[config.mk]
export PLATFORM = sky130hd
export DESIGN_NAME = led_group_pattern_regs
export DESIGN_NICKNAME = d
export VERILOG_FILES = /design/src/include/led_group_pkg.sv /design/src/led_group_pattern_regs.sv /design/src/loop_sequencer.sv
export SDC_FILE = /design/constraint.sdc
export NUM_CORES = 1
export LEC_CHECK = 0
export BUFFER_PORTS_ARGS = -buffer_cell sky130_fd_sc_hd__buf_4
export CAP_MARGIN = 0
export CELL_PAD_IN_SITES_DETAIL_PLACEMENT = 0
export CELL_PAD_IN_SITES_GLOBAL_PLACEMENT = 1
export CORE_AREA = 5 5 153 155
export DETAILED_ROUTE_END_ITERATION = 6
export DIE_AREA = 0 0 158 160
export GPL_TIMING_DRIVEN = 0
export PLACE_DENSITY = 0.87
export SLEW_MARGIN = 20
export SYNTH_ARGS = -nofsm -noshare
export SYNTH_HDL_FRONTEND = slang
export SYNTH_SLANG_ARGS = --single-unit
export TNS_END_PERCENT = 100
[constraint.sdc]
create_clock -name clk_in -period 6.8 [get_ports clk_in]
set_input_delay 1.36 -clock clk_in [delete_from_list [all_inputs] [get_ports clk_in]]
set_output_delay 1.36 -clock clk_in [all_outputs]
set_load 0.02 [all_outputs]
[src/include/led_group_pkg.sv]
// shared constants for the group / pattern register bank
// assumes a byte-wide register port fed by the serial front end
package led_group_pkg;

  // register offsets
  localparam logic [7:0] LOOP_TIME_OFS = 8'h84;
  localparam logic [7:0] LOOP_REPEAT_LOW_OFS = 8'h85;
  localparam logic [7:0] GROUP_LEVEL_HIGH_OFS = 8'h86;
  localparam logic [7:0] GROUP_LEVEL_LOW_OFS = 8'h87;
  localparam logic [7:0] GROUP_RED_OFS = 8'h88;
  localparam logic [7:0] GROUP_GREEN_OFS = 8'h89;
  localparam logic [7:0] GROUP_BLUE_OFS = 8'h8A;
  localparam logic [7:0] GROUP_CONFIG_OFS = 8'h8B;

  // reset values and unmapped answer
  localparam logic [7:0] REG_RESET = 8'h00;
  localparam logic [7:0] UNMAPPED_READ = 8'h00;

  // field positions
  localparam int SHARED_SCALE_DISABLE_BIT = 6;
  localparam int TRIO_ENABLE_MSB = 5;
  localparam int REPEAT_HIGH_MSB = 3;
  localparam int STOP_POINT_LSB = 6;
  localparam int LEVEL_HIGH_MSB = 3;

  // loop stop point code that ends at the off phase
  localparam logic [1:0] STOP_AT_OFF = 2'h0;

  // loop sequencer states, one-hot
  typedef enum logic [1:0] {
    LOOP_IDLE = 2'b01,
    LOOP_RUNNING = 2'b10
  } loop_state_t;

endpackage : led_group_pkg

[src/led_group_pattern_regs.sv]
// group control and breathing pattern register bank
// assumes the serial front end hands over one byte access per strobe
`timescale 1ns/1ns
module led_group_pattern_regs
  import led_group_pkg::*;
#(
  parameter int CHANNEL_COUNT = 18
) (
  // clock and reset
  input wire logic clk_in,
  input wire logic rst_n_in,
  // register access from the serial front end
  input wire logic [7:0] reg_addr_in,
  input wire logic [7:0] reg_wdata_in,
  input wire logic reg_write_in,
  input wire logic reg_read_in,
  output logic [7:0] reg_rdata_out,
  output logic reg_hit_out,
  // bits held in neighbouring registers
  input wire logic pattern_engine_on_in,
  input wire logic run_in,
  // phase starts from the pattern timing engine
  input wire logic off_phase_start_in,
  input wire logic rise_phase_start_in,
  // per-channel scaling from the channel registers
  input wire logic [CHANNEL_COUNT*8-1:0] channel_colour_scaling_in,
  // group and pattern results
  output logic [11:0] group_duty_out,
  output logic [7:0] fade_max_out,
  output logic [7:0] fade_min_out,
  output logic [11:0] loop_repeat_count_out,
  output logic [1:0] loop_stop_point_out,
  output logic [CHANNEL_COUNT-1:0] channel_group_mode_out,
  output logic [CHANNEL_COUNT-1:0] channel_pattern_mode_out,
  output logic [CHANNEL_COUNT*8-1:0] channel_scale_out,
  // loop status
  output logic loop_running_out,
  output logic loop_over_out
);

  localparam int TRIO_COUNT = CHANNEL_COUNT / 3;

  initial begin
    if (CHANNEL_COUNT != 3 * (TRIO_ENABLE_MSB + 1)) begin
      $error("led_group_pattern_regs: CHANNEL_COUNT must match the trio field");
    end
  end

  // every register of the bank plus the read answer
  typedef struct packed {
    logic [7:0] loop_time;
    logic [7:0] loop_repeat_low;
    logic [7:0] group_level_high;
    logic [7:0] group_level_low;
    logic [7:0] group_red_scale;
    logic [7:0] group_green_scale;
    logic [7:0] group_blue_scale;
    logic [7:0] group_configuration;
    logic [7:0] rdata;
    logic hit;
  } bank_t;

  bank_t cur;
  bank_t next_cur;

  // address match, shared by read and write paths
  function automatic logic is_mapped(input logic [7:0] addr);
    is_mapped = addr >= LOOP_TIME_OFS && addr <= GROUP_CONFIG_OFS;
  endfunction : is_mapped

  // read multiplexer, unmapped offsets answer zero
  function automatic logic [7:0] read_mux(input bank_t b, input logic [7:0] addr);
    if (addr == LOOP_TIME_OFS) begin
      read_mux = b.loop_time;
    end else if (addr == LOOP_REPEAT_LOW_OFS) begin
      read_mux = b.loop_repeat_low;
    end else if (addr == GROUP_LEVEL_HIGH_OFS) begin
      read_mux = b.group_level_high;
    end else if (addr == GROUP_LEVEL_LOW_OFS) begin
      read_mux = b.group_level_low;
    end else if (addr == GROUP_RED_OFS) begin
      read_mux = b.group_red_scale;
    end else if (addr == GROUP_GREEN_OFS) begin
      read_mux = b.group_green_scale;
    end else if (addr == GROUP_BLUE_OFS) begin
      read_mux = b.group_blue_scale;
    end else if (addr == GROUP_CONFIG_OFS) begin
      read_mux = b.group_configuration;
    end else begin
      read_mux = UNMAPPED_READ;
    end
  endfunction : read_mux

  // colour of a channel from its index: 0 red, 1 green, 2 blue
  function automatic logic [7:0] shared_scale(input bank_t b, input int idx);
    case (idx % 3)
      0: shared_scale = b.group_red_scale;
      1: shared_scale = b.group_green_scale;
      default: shared_scale = b.group_blue_scale;
    endcase
  endfunction : shared_scale

  // trio bits spread to their three channels, used by the checks
  function automatic logic [CHANNEL_COUNT-1:0] trio_spread(input logic [7:0] cfg);
    trio_spread = '0;
    for (int t = 0; t < TRIO_COUNT; t++) begin
      trio_spread[3*t +: 3] = {3{cfg[t]}};
    end
  endfunction : trio_spread

  // register writes and registered read answer
  always_comb begin
    next_cur = cur;
    next_cur.hit = 1'b0;
    if (reg_read_in) begin
      next_cur.rdata = read_mux(cur, reg_addr_in);
      next_cur.hit = is_mapped(reg_addr_in);
    end
    if (reg_write_in) begin
      next_cur.hit = is_mapped(reg_addr_in);
      if (reg_addr_in == LOOP_TIME_OFS) begin
        next_cur.loop_time = reg_wdata_in;
      end else if (reg_addr_in == LOOP_REPEAT_LOW_OFS) begin
        next_cur.loop_repeat_low = reg_wdata_in;
      end else if (reg_addr_in == GROUP_LEVEL_HIGH_OFS) begin
        next_cur.group_level_high = reg_wdata_in;
      end else if (reg_addr_in == GROUP_LEVEL_LOW_OFS) begin
        next_cur.group_level_low = reg_wdata_in;
      end else if (reg_addr_in == GROUP_RED_OFS) begin
        next_cur.group_red_scale = reg_wdata_in;
      end else if (reg_addr_in == GROUP_GREEN_OFS) begin
        next_cur.group_green_scale = reg_wdata_in;
      end else if (reg_addr_in == GROUP_BLUE_OFS) begin
        next_cur.group_blue_scale = reg_wdata_in;
      end else if (reg_addr_in == GROUP_CONFIG_OFS) begin
        // bit 7 is reserved but kept read-write
        next_cur.group_configuration = reg_wdata_in;
      end
    end
  end

  // one register for the whole bank; every field resets to zero
  always_ff @(posedge clk_in) begin
    if (!rst_n_in) begin
      cur <= '{loop_time: REG_RESET, loop_repeat_low: REG_RESET,
               group_level_high: REG_RESET, group_level_low: REG_RESET,
               group_red_scale: REG_RESET, group_green_scale: REG_RESET,
               group_blue_scale: REG_RESET, group_configuration: REG_RESET,
               rdata: UNMAPPED_READ, hit: 1'b0};
    end else begin
      cur <= next_cur;
    end
  end

  assign reg_rdata_out = cur.rdata;
  assign reg_hit_out = cur.hit;

  // join nibble and byte into the count
  assign loop_repeat_count_out = {cur.loop_time[REPEAT_HIGH_MSB:0], cur.loop_repeat_low};
  assign loop_stop_point_out = cur.loop_time[STOP_POINT_LSB+1:STOP_POINT_LSB];

  // group duty from both level registers outside pattern mode, zero in pattern mode
  // high byte feeds the top nibble only
  assign group_duty_out = pattern_engine_on_in ? 12'h000 :
    {cur.group_level_high[LEVEL_HIGH_MSB:0], cur.group_level_low};

  // fade ceiling and floor in pattern mode
  // held at zero outside pattern mode so the engine never sees a stale limit
  assign fade_max_out = pattern_engine_on_in ? cur.group_level_high : 8'h00;
  assign fade_min_out = pattern_engine_on_in ? cur.group_level_low : 8'h00;

  // per-channel mode and scaling selection
  for (genvar ch = 0; ch < CHANNEL_COUNT; ch++) begin : g_channel
    logic trio_on;
    assign trio_on = cur.group_configuration[ch / 3];
    assign channel_group_mode_out[ch] = trio_on && !pattern_engine_on_in;
    assign channel_pattern_mode_out[ch] = trio_on && pattern_engine_on_in;
    // own scaling when shared is disabled
    assign channel_scale_out[ch*8 +: 8] =
      (trio_on && !cur.group_configuration[SHARED_SCALE_DISABLE_BIT]) ?
      shared_scale(cur, ch) : channel_colour_scaling_in[ch*8 +: 8];
  end

  // loop run control and repeat counting
  loop_sequencer #(
    .REPEAT_WIDTH(12)
  ) u_loop (
    .clk_in(clk_in),
    .rst_n_in(rst_n_in),
    .run_in(run_in),
    .repeat_count_in(loop_repeat_count_out),
    .stop_point_in(loop_stop_point_out),
    .off_phase_start_in(off_phase_start_in),
    .rise_phase_start_in(rise_phase_start_in),
    .loop_running_out(loop_running_out),
    .loop_over_out(loop_over_out)
  );

  // checks on register storage and routing
  // low byte stored
  chk_repeat_low_write: assert property (@(posedge clk_in) disable iff (!rst_n_in)
    reg_write_in && reg_addr_in == LOOP_REPEAT_LOW_OFS |=> loop_repeat_count_out[7:0] == $past(reg_wdata_in))
    else $error("repeat low byte not stored");

  chk_repeat_high_join: assert property (@(posedge clk_in) disable iff (!rst_n_in)
    reg_write_in && reg_addr_in == LOOP_TIME_OFS |=> loop_repeat_count_out[11:8] == $past(reg_wdata_in[3:0]))
    else $error("repeat high nibble not stored");

  chk_stop_point_store: assert property (@(posedge clk_in) disable iff (!rst_n_in)
    reg_write_in && reg_addr_in == LOOP_TIME_OFS |=> loop_stop_point_out == $past(reg_wdata_in[7:6]))
    else $error("stop point not stored");

  chk_fade_limit_route: assert property (@(posedge clk_in) disable iff (!rst_n_in)
    pattern_engine_on_in |-> fade_max_out == cur.group_level_high && fade_min_out == cur.group_level_low
    && group_duty_out == 12'h000)
    else $error("fade limits misrouted");

  chk_fade_min_route: assert property (@(posedge clk_in) disable iff (!rst_n_in)
    pattern_engine_on_in |-> fade_min_out == cur.group_level_low)
    else $error("fade floor misrouted");

  chk_group_duty_join: assert property (@(posedge clk_in) disable iff (!rst_n_in)
    reg_write_in && reg_addr_in == GROUP_LEVEL_LOW_OFS && !pattern_engine_on_in
    ##1 !pattern_engine_on_in |-> group_duty_out[7:0] == $past(reg_wdata_in))
    else $error("group duty low byte wrong");

  chk_group_duty_high: assert property (@(posedge clk_in) disable iff (!rst_n_in)
    !pattern_engine_on_in |-> group_duty_out[11:8] == cur.group_level_high[3:0])
    else $error("group duty high nibble wrong");

  chk_group_duty_low: assert property (@(posedge clk_in) disable iff (!rst_n_in)
    !pattern_engine_on_in |-> group_duty_out[7:0] == cur.group_level_low
    && fade_max_out == 8'h00 && fade_min_out == 8'h00)
    else $error("group duty low byte misrouted");

  chk_red_shared_scale: assert property (@(posedge clk_in) disable iff (!rst_n_in)
    !cur.group_configuration[6] |->
    (!cur.group_configuration[0] || channel_scale_out[7:0] == cur.group_red_scale)
    && (!cur.group_configuration[1] || channel_scale_out[31:24] == cur.group_red_scale))
    else $error("red channels lost shared scaling");

  chk_green_shared_scale: assert property (@(posedge clk_in) disable iff (!rst_n_in)
    cur.group_configuration[1] && !cur.group_configuration[6] |-> channel_scale_out[39:32] == cur.group_green_scale)
    else $error("green channel lost shared scaling");

  chk_blue_shared_scale: assert property (@(posedge clk_in) disable iff (!rst_n_in)
    cur.group_configuration[5] && !cur.group_configuration[6] |-> channel_scale_out[143:136] == cur.group_blue_scale)
    else $error("blue channel lost shared scaling");

  chk_trio_shared_set: assert property (@(posedge clk_in) disable iff (!rst_n_in)
    cur.group_configuration[2] && !cur.group_configuration[6] |->
    channel_scale_out[55:48] == cur.group_red_scale && channel_scale_out[63:56] == cur.group_green_scale
    && channel_scale_out[71:64] == cur.group_blue_scale)
    else $error("trio lost shared scaling");

  chk_own_scale_used: assert property (@(posedge clk_in) disable iff (!rst_n_in)
    cur.group_configuration[6] |-> channel_scale_out == channel_colour_scaling_in)
    else $error("own scaling not used");

  chk_trio_mode_split: assert property (@(posedge clk_in) disable iff (!rst_n_in)
    pattern_engine_on_in |-> channel_pattern_mode_out == trio_spread(cur.group_configuration) && channel_group_mode_out == '0)
    else $error("trio mode bits inconsistent");

  chk_trio_group_one: assert property (@(posedge clk_in) disable iff (!rst_n_in)
    !pattern_engine_on_in |-> channel_group_mode_out[5:3] == {3{cur.group_configuration[1]}}
    && channel_pattern_mode_out == '0)
    else $error("trio one not in group mode");

  chk_trio_group_all: assert property (@(posedge clk_in) disable iff (!rst_n_in)
    !pattern_engine_on_in |-> channel_group_mode_out == trio_spread(cur.group_configuration))
    else $error("group trios do not follow their bits");

  // unmapped offsets answer zero and miss
  chk_unmapped_read: assert property (@(posedge clk_in) disable iff (!rst_n_in)
    reg_read_in && !is_mapped(reg_addr_in) |=> reg_rdata_out == UNMAPPED_READ && !reg_hit_out)
    else $error("unmapped read answered");

  chk_config_readback: assert property (@(posedge clk_in) disable iff (!rst_n_in)
    reg_read_in && reg_addr_in == GROUP_CONFIG_OFS |=> reg_rdata_out == $past(cur.group_configuration) && reg_hit_out)
    else $error("configuration read back wrong");

  chk_loop_time_readback: assert property (@(posedge clk_in) disable iff (!rst_n_in)
    reg_read_in && reg_addr_in == LOOP_TIME_OFS |=> reg_rdata_out == $past(cur.loop_time) && reg_hit_out)
    else $error("loop time read back wrong");

  // mapped write answers hit
  chk_write_hit: assert property (@(posedge clk_in) disable iff (!rst_n_in)
    reg_write_in && is_mapped(reg_addr_in) |=> reg_hit_out)
    else $error("mapped write not acknowledged");

  // main scenarios worth seeing
  cov_group_mode: cover property (@(posedge clk_in) disable iff (!rst_n_in)
    !pattern_engine_on_in && channel_group_mode_out != '0);

  cov_pattern_mode: cover property (@(posedge clk_in) disable iff (!rst_n_in)
    pattern_engine_on_in && loop_running_out);

  cov_own_scale: cover property (@(posedge clk_in) disable iff (!rst_n_in)
    cur.group_configuration[6] && channel_group_mode_out != '0);

  cov_config_read: cover property (@(posedge clk_in) disable iff (!rst_n_in)
    reg_read_in && reg_addr_in == GROUP_CONFIG_OFS);

endmodule : led_group_pattern_regs

[src/loop_sequencer.sv]
// breathing loop repeat counter and run control
// assumes phase start pulses come from the pattern timing engine
`timescale 1ns/1ns
module loop_sequencer
  import led_group_pkg::*;
#(
  parameter int REPEAT_WIDTH = 12
) (
  // clock and reset
  input wire logic clk_in,
  input wire logic rst_n_in,
  // control
  input wire logic run_in,
  input wire logic [REPEAT_WIDTH-1:0] repeat_count_in,
  input wire logic [1:0] stop_point_in,
  // phase starts from the timing engine
  input wire logic off_phase_start_in,
  input wire logic rise_phase_start_in,
  // status
  output logic loop_running_out,
  output logic loop_over_out
);

  initial begin
    if (REPEAT_WIDTH < 1 || REPEAT_WIDTH > 16) $error("loop_sequencer: bad REPEAT_WIDTH");
  end

  typedef struct packed {
    loop_state_t state;
    logic run_prev;
    logic over;
    logic [REPEAT_WIDTH-1:0] count;
  } seq_t;

  seq_t cur;
  seq_t next_cur;
  logic start;
  logic boundary;
  logic [REPEAT_WIDTH-1:0] next_count;

  assign start = run_in && !cur.run_prev;
  assign boundary = (stop_point_in == STOP_AT_OFF) ? off_phase_start_in : rise_phase_start_in;
  assign next_count = cur.count + 1'b1;

  // sequencer next state
  always_comb begin
    next_cur = cur;
    next_cur.run_prev = run_in;
    case (cur.state)
      LOOP_IDLE: begin
        if (start) begin
          next_cur.state = LOOP_RUNNING;
          next_cur.count = '0;
          next_cur.over = 1'b0;
        end
      end
      LOOP_RUNNING: begin
        if (!run_in) begin
          next_cur.state = LOOP_IDLE;
        end else if (boundary) begin
          next_cur.count = next_count;
          if (repeat_count_in != '0 && next_count == repeat_count_in) begin
            next_cur.state = LOOP_IDLE;
            next_cur.over = 1'b1;
          end
        end
      end
      default: begin
        next_cur.state = LOOP_IDLE;
      end
    endcase
  end

  // state register; run_prev resets low so a high run at release starts
  always_ff @(posedge clk_in) begin
    if (!rst_n_in) begin
      cur <= '{state: LOOP_IDLE, run_prev: 1'b0, over: 1'b0, count: '0};
    end else begin
      cur <= next_cur;
    end
  end

  assign loop_running_out = cur.state == LOOP_RUNNING;
  assign loop_over_out = cur.over;

  chk_loop_start_edge: assert property (@(posedge clk_in) disable iff (!rst_n_in)
    cur.state == LOOP_IDLE && run_in && !cur.run_prev |=> loop_running_out && !loop_over_out)
    else $error("loop did not start on run edge");
  chk_loop_forever_run: assert property (@(posedge clk_in) disable iff (!rst_n_in)
    loop_running_out && run_in && repeat_count_in == '0 |=> loop_running_out)
    else $error("zero repeat count stopped the loop");
  chk_loop_end_count: assert property (@(posedge clk_in) disable iff (!rst_n_in)
    loop_running_out && run_in && boundary && repeat_count_in != '0
    && next_count == repeat_count_in |=> !loop_running_out && loop_over_out)
    else $error("loop did not end at its repeat count");
  chk_loop_stop_phase: assert property (@(posedge clk_in) disable iff (!rst_n_in)
    loop_running_out && stop_point_in == STOP_AT_OFF && !off_phase_start_in |=> $stable(cur.count))
    else $error("loop counted outside the off phase start");
  cov_loop_finished: cover property (@(posedge clk_in) disable iff (!rst_n_in) $rose(loop_over_out));

endmodule : loop_sequencer
# --- Word level (Yosys, flattened, before mapping) ---
# Index checks and enable logic that the tools add are counted.
totals:
  reg_bits: 89
  input_bits: 168
  out_inout_bits: 233
  word_cells: 121
op_classes:
  n_addsub: 1
  order_cmp: 2
  eq_ne: 17
  mux: 42
  bitwise: 7
  n_reduce_logical: 38
ops:
  columns: ["operator", "n"]
  rows:
  - ["8-bit two-way mux", 28]
  - ["8-bit == test, second input constant", 8]
  - ["13-bit two-way mux", 3]
  - ["13-bit case mux with 2 select lines", 1]
  - ["1-bit logical AND", 21]
  - ["12-bit by 1-bit adder with 12-bit output, second input constant", 1]
  - ["12-bit == test", 1]
  - ["12-bit two-way mux", 1]
  - ["12-bit nonzero test", 1]
  - ["5-bit AND reduction", 2]
  - ["9-bit AND reduction", 1]
  - ["8-bit >= comparator, second input constant", 1]
  - ["8-bit less-or-equal comparator, second input constant", 1]
  - ["2-bit two-way mux", 4]
  - ["4-bit AND reduction", 2]
  - ["8-bit AND reduction", 1]
  - ["1-bit NOT", 7]
  - ["7-bit AND reduction", 1]
  - ["2-bit by 1-bit inequality test with 1-bit output, second input constant", 3]
  - ["3-bit by 2-bit inequality test with 1-bit output, second input constant", 2]
  - ["3-bit AND reduction", 2]
  - ["6-bit AND reduction", 1]
  - ["1-bit two-way mux", 4]
  - ["2-bit case mux with 2 select lines", 1]
  - ["other kinds (7)", 9]

# --- Depth between registers and ports, before layout ---
# Gate-level depths: netlist (run 1).
depth:
  ltp_word: 9
  mapped_depth: 8
  mapped_depth_nobuf: 7

# --- Hierarchy ---
# A second synthesis (run 1) with hierarchy kept.
hier_totals:
  hier_cells: 775
  area_unflattened_um2: 7216.9
modules_own_cells:
  columns: ["module", "instances", "cells_each", "area_each_um2", "seq_area_each_um2"]
  rows:
  - ["led_group_pattern_regs", 1, 612, 5957.0, 1461.4]
  - ["loop_sequencer", 1, 163, 1260.0, 320.3]

# --- Worst setup path after synthesis (run 1) ---
# OpenSTA, ideal clock, no wires.
synth_path:
  kind: "input port to output port"
  from: "input pattern_engine_on_in"
  to: "output channel_group_mode_out[10]"
  arrival_ns: 2.168
  required_ns: 5.440
  path_slack_ns: 3.272
  stages: 3
  path_buffers: 2
  cell_sequence: "clkbuf_1 nor2b_1 buf_4"
synth_via:
  elab_chain_cells: 2
synth_lines:
  columns: ["element", "line_no", "rtl"]
  rows:
  - ["start, declared", "led_group_pattern_regs.sv:20", "input wire logic pattern_engine_on_in,"]
  - ["1-bit logical NOT", null, null]
  - ["1-bit logical AND", null, null]
  - ["end, declared", "led_group_pattern_regs.sv:33", "output logic [CHANNEL_COUNT-1:0] channel_group_mode_out,"]
# Every way passes these cells.

# --- Worst setup path in the final report (run 1) ---
layout_path:
  from: "register cur[15] in the netlist's numbering"
  to: "output channel_scale_out[32]"
layout_via:
  elab_chain_cells: 3
layout_lines:
  columns: ["element", "line_no", "rtl"]
  rows:
  - ["start, declared", "led_group_pattern_regs.sv:63", "bank_t cur;"]
  - ["start signal, assigned", "led_group_pattern_regs.sv:145", "cur <= '{loop_time: REG_RESET, loop_repeat_low: REG_RESET,"]
  - ["start signal, assigned", "led_group_pattern_regs.sv:151", "cur <= next_cur;"]
  - ["1-bit logical NOT", "led_group_pattern_regs.sv:180", "(trio_on && !cur.group_configuration[SHARED_SCALE_DISABLE_BIT]) ?"]
  - ["1-bit logical AND", "led_group_pattern_regs.sv:180", null]
  - ["8-bit two-way mux", "led_group_pattern_regs.sv:180", null]
  - ["end, declared", "led_group_pattern_regs.sv:35", "output logic [CHANNEL_COUNT*8-1:0] channel_scale_out,"]
# Every way passes these cells.

==> results by stage, run 1 <==
Status:
- The flow ran to the end, and the final reports show no timing, DRC or antenna violations.

Worst setup path:
- Counting cells, the worst reg-to-reg path comes to 7.
- The worst register-to-register path ends at u_loop.cur[15].
- The worst endpoint data arrival time is 2.47 ns.
- Along the worst path, the maximum fanout reaches 10.
- The startpoint-to-endpoint class of the critical path is flip-flop to output pin.
- STA classifies the critical path startpoint as a flip-flop.
- The worst setup path is captured at an output pin.
- Setup slack on the worst reg-to-reg path comes out at approximately 4.3 ns.
- The worst register-to-register path begins at u_loop.cur[0].
- At the worst endpoint, the required time is 5.44 ns.

Clock network:
- In this run, post-CTS repair resized a total of 0 instances.
- The clock tree from TritonCTS is done.
- The tree built by TritonCTS fans out to 89 sinks.
- The maximum clock path buffer count is 2.
- The clock tree synthesis step divided the H-tree into 3 levels.
- After clock tree synthesis, the clock-pin slew on the worst setup and hold paths is approximately 0.06 ns.
- For the worst-skew pair, the clock arrives at the later sink with an insertion delay of 0.35 ns.
- In this run the clock root is driven by a clkbuf_16.
- The number of post-CTS setup repair buffers is 0.
- The number of hold buffers added after cts is 0.
- The number of clock buffers added by TritonCTS is 9.

Yosys:
- In the synthesized netlist the async set-or-reset flop fraction comes to 0.
- Synthesis inferred about 90 register bits.
- The cell area that synthesis handed to floorplanning was just under 7000 um^2.
- The share of the Yosys chip area taken by registers is 0.2582.
- The netlist uses 57 different library cells.
- Counting every net in the synthesized netlist gives 902.
- The mean instance size in the synthesized netlist is 9.414 um^2.
- For this run, the leading register cell type out of synthesis is dfxtp_1.
- The synthesized instance count is 733.
- The number of warnings printed during yosys synthesis is 0.
- The number of flops mapped to enable cells by yosys is 0.

Flow run:
- The total of max-cap violations is 0.

Die:
- The y dimension of the die is 160 um.
- The top-level I/O count is 401.
- The horizontal die dimension is ~160 um.
- The floorplan has 54 rows.
- The die footprint is 25,280 um^2.
- The effective utilization at floorplan is 0.3182.
- After floorplanning, the core was sized to cover 21,690 um^2.

Placement:
- Routability-driven placement finished with a final weighted congestion of 0.9447.
- The wire-length estimate of the detail-placed layout is around 28,000 um.
- The count of input and output buffers is 389.

Timing:
- The clock period could shrink to 3.832 ns.
- Setup violations remaining at the end of the flow were counted as 0.
- Setup repair after global routing left no endpoint under its margin.
- The slew at the pin closest to its max-slew limit is 0.7599 ns.
- The maximum operating frequency is approximately 260 MHz.
- In this run the tightest slew margin relative to its limit is 0.4934.
- The final hold violation count is 0.
- The worst setup skew after layout is 0.005464 ns.
- The final-report max-slew violation count is 0.
- The post-route clock period utilization is 0.5636.
- The setup total negative slack is 0 ns.

Global routing:
- Entering global routing, the biggest net connects 15 pins.
- The number of global-route vias before repair is 7,154.
- The first global-routing pass estimated 48,440 um of wire.
- The aggregate global-route resource usage is 0.2569.
- For this run the aggregate overflow at the end of global routing stands at 0.
- The number of antenna violations at the first check in global routing is 5.

Power:
- IR analysis of the VDD net gives a maximum drop of ~0.000099 V.
- In this run the power density over the cells is 127.0 nW/um^2.
- The static power due to leakage is 4.523 nW.

Drt:
- For this block, the routed nets add up to 34,020 um of wire.
- In the routed layout, each cell is associated on average with a via count of 4.999.
- The first detailed-routing pass took 4 iterations.
- The wire length per cell after detailed routing is 23.95 um.
- The vias after detailed routing is 7,099.
- The iteration-0 DRC count of the detailed router is about 400.
- The detail route stage leaves a number of antenna-violating nets equal to 0.
- The number of remaining DRC errors is 0.

Layout:
- For this run, the share of the core covered by cells in the final layout is 0.4814.
- The combined flip-flop and latch cell area is around 1800 um^2.
- The count of fill cells added during filler insertion is between 2,000 and 2,500.
- The area growth from synthesis to final layout is 51.32%.
- The net count of the finished layout is 1,302.
- The total area of multi-input combinational cells is 4524 um^2.
- Of the cells placed in the final design, the portion with a size suffix greater than 1 is 0.5615.

Hold path:
- The beginning of the worst hold path is reg_rdata_out[1].
- The depth of the worst hold-timing path is 2.
- In this run the worst hold path is classified as flip-flop to flip-flop.
- For hold timing, the worst endpoint is reg_rdata_out[1].
==> report_power, final <==
group          switching (mW)  internal [mW]  total, mW  leakage, nW
logic                   0.168          0.170      0.338         3.68
clock network           0.211          0.249      0.460        0.123
registers             0.00266          0.525      0.528        0.718
==> flip-flops by register name, indices dropped and copies added, names as in the netlist <==
| name | cells |
|---|---|
| reg_hit_out | 1 |
| reg_rdata_out | 8 |
| u_loop.loop_over_out | 1 |
| cur | 50 |
| loop_stop_point_out | 2 |
| loop_repeat_count_out | 12 |
| u_loop.cur | 15 |
==> worst max path at each step <==
stage / depth (start not counted) / start / to
final: 5 / cur[15] / channel_scale_out[32]
after global placement: 4 / pattern_engine_on_in / channel_group_mode_out[17]
after detailed placement: 4 / pattern_engine_on_in / channel_group_mode_out[2]
after global routing: 5 / cur[15] / channel_scale_out[32]
after floorplan: 3 / pattern_engine_on_in / channel_group_mode_out[10]
after CTS: 5 / cur[15] / channel_scale_out[35]
==> cell families after synthesis <==
kind of cell / Yosys count / share of synthesized area
mux: 209 / 0.3458
flops: 89 / 0.2582
fa+ha+maj: 1 / 0.001813
xor+xnor: 19 / 0.02412
buf+inv: 106 / 0.08613
simple gates: 218 / 0.1946
compound gates: 91 / 0.08939
==> final cells by class <==
| type | instances | area share |
|---|---|---|
| buffer | 104 | 0.05620 |
| inverter | 2 | 0.0007190 |
| timing repair buffer | 389 | 0.2797 |
| clock inverter | 4 | 0.002756 |
| clock buffer | 12 | 0.02265 |
| sequential | 89 | 0.1706 |
| antenna | 2 | 0.0004793 |
| tap | 280 | 0.03355 |
| multi-input combinational | 538 | 0.4333 |
==> worst max-delay path, stage by stage, from the launching register on <==
cell and delay, ns:
dfxtp_1 0.41, nand2b_1 0.14, clkbuf_1 0.32, clkbuf_1 0.62, mux2_2 0.45, buf_4 0.17
==> through the flow <==
step                cells  cell area [um^2]  total power, mW  setup WS (ns)  hold WS, ns
floorplan             733              6900           0.6939          3.272       0.4528
global placement     1402             10170           0.8740          3.210       0.4740
detailed placement   1402             10170           0.8752          3.200       0.4742
CTS                  1418             10440            1.329          2.965       0.4854
global route         1420             10440            1.372          2.870       0.5203
finish               1420             10440            1.326          2.968       0.4814
==> layout by cell type, fill, tap and decap left out, types with 3 or more instances in the layout <==
cell type	netlist	final
a31oi_1	4	4
a22oi_1	8	8
nand2b_1	16	16
nor3b_1	8	8
nand3b_1	3	3
clkbuf_1	42	45
a21oi_1	15	15
nand3_1	7	7
xor2_1	6	6
o21ai_0	25	25
buf_4	48	437
o21a_1	3	3
nand4_1	3	3
and3_1	6	6
and2_1	27	27
nor2_4	3	3
xnor2_1	13	13
nor3_1	3	3
mux2i_1	55	55
or3_1	4	4
a21boi_0	20	20
o221a_2	6	6
nand2_1	40	40
buf_2	13	13
clkbuf_16	0	9
mux4_2	9	9
nor2_1	4	4
mux2_2	145	145
dfxtp_1	89	89
nor2b_1	76	76
==> cell usage after synthesis (4+ instances only) <==
| library cell | n | area, um^2 |
|---|---|---|
| nand2b_1 | 16 | 100.1 |
| nor3b_1 | 8 | 60.06 |
| or3_1 | 4 | 25.02 |
| mux4_2 | 9 | 202.7 |
| a21oi_1 | 15 | 75.07 |
| a21boi_0 | 20 | 150.1 |
| o21ai_0 | 25 | 125.1 |
| nor2_1 | 4 | 15.01 |
| mux2i_1 | 55 | 550.5 |
| and2_1 | 27 | 168.9 |
| buf_2 | 13 | 65.06 |
| nor2b_1 | 76 | 475.5 |
| dfxtp_1 | 89 | 1782 |
| a31oi_1 | 4 | 25.02 |
| clkbuf_1 | 42 | 157.7 |
| and3_1 | 6 | 37.54 |
| nand3_1 | 7 | 35.03 |
| xor2_1 | 6 | 52.55 |
| nand2_1 | 40 | 150.1 |
| mux2_2 | 145 | 1633 |
| a22oi_1 | 8 | 60.06 |
| xnor2_1 | 13 | 113.9 |
| buf_4 | 48 | 360.4 |
| o221a_2 | 6 | 67.56 |
==> per-layer routing <==
metal	global-route usage	vias up	part of all wire
li1	-	3347	-
met1	0.3241	3368	0.41
met2	0.4152	329	0.46
met3	0.07984	49	0.096
met4	0.08647	6	0.033
met5	0	-	0.0014
Power figures use the tool's default switching activity.
==> run 2, diff against run 1 <==
ABC_AREA = 1   (was not set)
CORE_AREA = not set   (was 5 5 153 155)
CORE_MARGIN = 5   (was not set)
CORE_UTILIZATION = 25   (was not set)
DIE_AREA = not set   (was 0 0 158 160)
PLACE_DENSITY = 0.83   (was 0.87)
clock period = 3.07 ns   (was 6.8 ns; I/O delays follow)
==> results by stage, run 2 <==
Yosys:
- The proportion of synthesized flip-flops having asynchronous set or reset is 0.
- Ranked by instance count, the synthesized netlist is headed by nand2_1, o21ai_0, inv_1.
- The share of the Yosys chip area taken by registers is 0.2806.
- The mean instance size in the synthesized netlist is 6.042 um^2.
- Counting flops and latches in the post-synthesis netlist gives 89.
- The most used flip-flop cell after synthesis is dfxtp_1.
- nand2_1 is the most common cell in the netlist.
- The largest total area in the synthesized netlist belongs to dfxtp_1.
- The number of flops mapped to enable cells by yosys is 0.
- Counting every net in the synthesized netlist gives 1,220.
- The number of warnings printed during yosys synthesis is 0.
- The post-synthesis instance area is roughly 6300 um^2.
- The synthesized instance count is 1,051.
- Yosys mapped the design onto 38 distinct sky130hd cell types.
- Sorting the synthesized cells by area gives the leading types as dfxtp_1, o21ai_0, nand2_1.
- The area share of the largest cell type after synthesis is 0.2806.

Global routing:
- Entering global routing, the biggest net connects 16 pins.
- Across every metal layer, demand over resource in global routing totals 0.2566.
- Summed over all layers, the global routing overflow is 0.
- The number of global-route vias before repair is 8,519.
- The number of antenna violations at the first check in global routing is 3.
- The global-route wire length before repair is 55,830 um.

Power:
- The internal portion of total power is 2.220 mW.
- The share of total power dissipated in the clock network is 0.386.
- The switching portion of total power is 0.2916.
- The total chip power is 3.133 mW.
- For this design the ratio of total power to cell area is roughly 310 nW/um^2.
- Across the VDD grid, the largest voltage drop is 0.0002570 V.
- Of the total power, combinational logic draws 0.241.
- The fraction of power consumed by sequential logic is 0.373.
- Summed over all cells, the static leakage comes to 5.075 nW.
- For this design the total switching power over the nets is 0.9139 mW.

Timing:
- Setup violations remaining at the end of the flow were counted as 0.
- In the finished design, the share of the clock period the worst path needs comes to 0.9691.
- The worst slew slack as a fraction of its limit is 0.5826.
- The slack of the critical path is ~0.095 ns.
- The worst setup skew after layout is ~0.0078 ns.
- After routing, the total negative slack on setup checks comes to 0 ns.
- Subtracting the final worst setup slack from the clock period gives 2.975 ns.
- The final-report max-slew violation count is 0.
- The final hold violation count is 0.
- The worst hold slack is 0.4595 ns.
- The maximum operating frequency is 336.1 MHz.
- The slew at the pin closest to its max-slew limit is 0.6261 ns.
- Setup repair after global routing left no endpoint under its margin.

Layout:
- The register with the most flip-flops in the layout has 50 of them.
- The cell area after layout is 10,080 um^2.
- The library cells used most frequently in the layout, excluding fill and tap cells, are buf_4, nand2_1, o21ai_0, inv_1, a21oi_1.
- The layout has 2,855 filler cells.
- The area growth from synthesis to final layout is 58.70%.
- The register with the highest flop count is cur.
- Of the cells placed in the final design, the portion with a size suffix greater than 1 is 0.3470.
- For this run, the share of the core covered by cells in the final layout is 0.4013.
- The commonest non-fill, non-tap cell in the layout is buf_4.
- The total number of nets in the final design is between 1,500 and 2,000.
- The non-filler instance count after layout is 1,797.

Drt:
- The vias after detailed routing is 8,719.
- The remaining antenna violation count is 0.
- The per-cell via count in the routed design is 4.852.
- After detailed routing, the total wire length is 38,950 um.
- After detailed routing, the number of remaining DRC violations is 0.
- The iteration-0 DRC count of the detailed router is just under 700.
- The wire length per cell after detailed routing is about 22 um.
- The first-pass iteration count of the detailed router is 5.

Worst setup path:
- The worst setup path is captured at an output pin.
- The data required time at the worst endpoint is 2.46 ns.
- The critical path is of the flip-flop to output pin type.
- Data arrives at the worst endpoint at 2.36 ns.
- The type of origin of the critical path is a flip-flop.
- Along the worst path, the maximum fanout reaches 12.

Placement:
- The number of cells in the design after placement is about 1,800.
- Once placement finished, the instance area stood at 9751 um^2.
- Detailed placement ended at an HPWL of 32,440 um.
- The routability congestion estimate from global placement is about 0.96.
- The worst setup slack before clock tree synthesis is 0.1653 ns.
- Port buffering added 398 buffers.

Die:
- The y dimension of the die is ~170 um.
- The initial utilization of the core area, before any placement, comes to 0.2529.
- The top-level I/O count is between 400 and 500.
- The horizontal die dimension is between 150 and 200 um.
- In this run the core area contains 58 standard-cell rows.
- The core region is about 25,000 um^2.
- The floorplan step defined a die boundary enclosing 28,690 um^2.

Clock network:
- The number of gates resized after CTS was 1.
- Clock tree synthesis inserted a total of 9 buffers.
- The number of setup buffers added after CTS is 0.
- After clock tree synthesis, the flow added hold-fix buffers numbering 0.
- The post-CTS clock slew at the launch and capture registers of the worst setup and hold paths is 0.07 ns.
- The clock tree from TritonCTS is done.
- The total number of clock tree sinks is 89.
- The clock latency on the worst-skew pair is between 0.3 and 0.4 ns.
- In this run the number of H-tree levels came out at 3.
- The buffer type at the clock tree root is clkbuf_16.
- The maximum clock path buffer count is 2.

Hold path:
- The path class of the tightest hold or removal check is flip-flop to flip-flop.

Status:
- The flow ran to the end, and the final reports show no timing, DRC or antenna violations.

Flow run:
- The total of max-cap violations is 0.
## run 2: cell count changes after synthesis, sizes merged, moves of 58 or more
cell | previous run | this run
mux2 | 145 | 0
nor2 | 8 | 66
nor2b | 76 | 0
nand2 | 41 | 271
inv | 2 | 128
a21oi | 15 | 92
o21ai | 25 | 223
## run 2: power groups by stage
stage	clock, mW	combinational (mW)	sequential, mW
after floorplan	0	0.312	1.19
after global placement	0	0.753	1.20
after detailed placement	0	0.754	1.20
after CTS	1.21	0.757	1.17
after global routing	1.27	0.802	1.17
final	1.21	0.756	1.17
## run 2: cell type report
cell class / instances / area (um^2) / area share
diodes: 3 / 7.507 / 0.0007450
plain buffers: 99 / 578.1 / 0.05736
clock buffers: 10 / 229.0 / 0.02272
clock inverters: 6 / 90.09 / 0.008940
inverters: 129 / 484.2 / 0.04805
multi-input cells: 733 / 3506 / 0.3479
flip-flops and latches: 89 / 1782 / 0.1768
well taps: 330 / 412.9 / 0.04097
repair buffers: 398 / 2988 / 0.2965
## run 2: worst paths after layout
kind	end	slack, ns	startpoint	depth (start not counted)
setup / recovery	channel_scale_out[82]	0.09	cur[15]	6
hold / removal	cur[69]	0.46	cur[69]	2
setup reg to reg	u_loop.cur[15]	0.91	u_loop.cur[0]	16
hold reg to reg	cur[69]	0.46	cur[69]	2
## run 2: cell families (layout without fill, tap and decap cells)
logic type               count (synthesis)  in the layout  synth area share
flip-flops                              89             89            0.2806
buffers and inverters                  229            642            0.1673
XOR/XNOR                                 3              3          0.004139
AO/OA/AOI/OAI                          336            336            0.2768
other                                    0              3                 0
AND/OR/NAND/NOR                        393            393            0.2692
adder cells (fa/ha/maj)                  1              1          0.001970
## run 2: worst max-delay path: stages (launching register included)
cell and delay [ns]:
dfxtp_1 0.31, inv_1 0.11, nand2_1 0.43, buf_1 0.51, nand2_1 0.17, o21ai_0 0.23
buf_4 0.23
## run 2: routing by layer
metal  GRT usage  routed length (um)
met4     0.08155                1084
met3     0.04612                2595
met1      0.3038               15230
met2      0.4686               20040
met5           0                   0
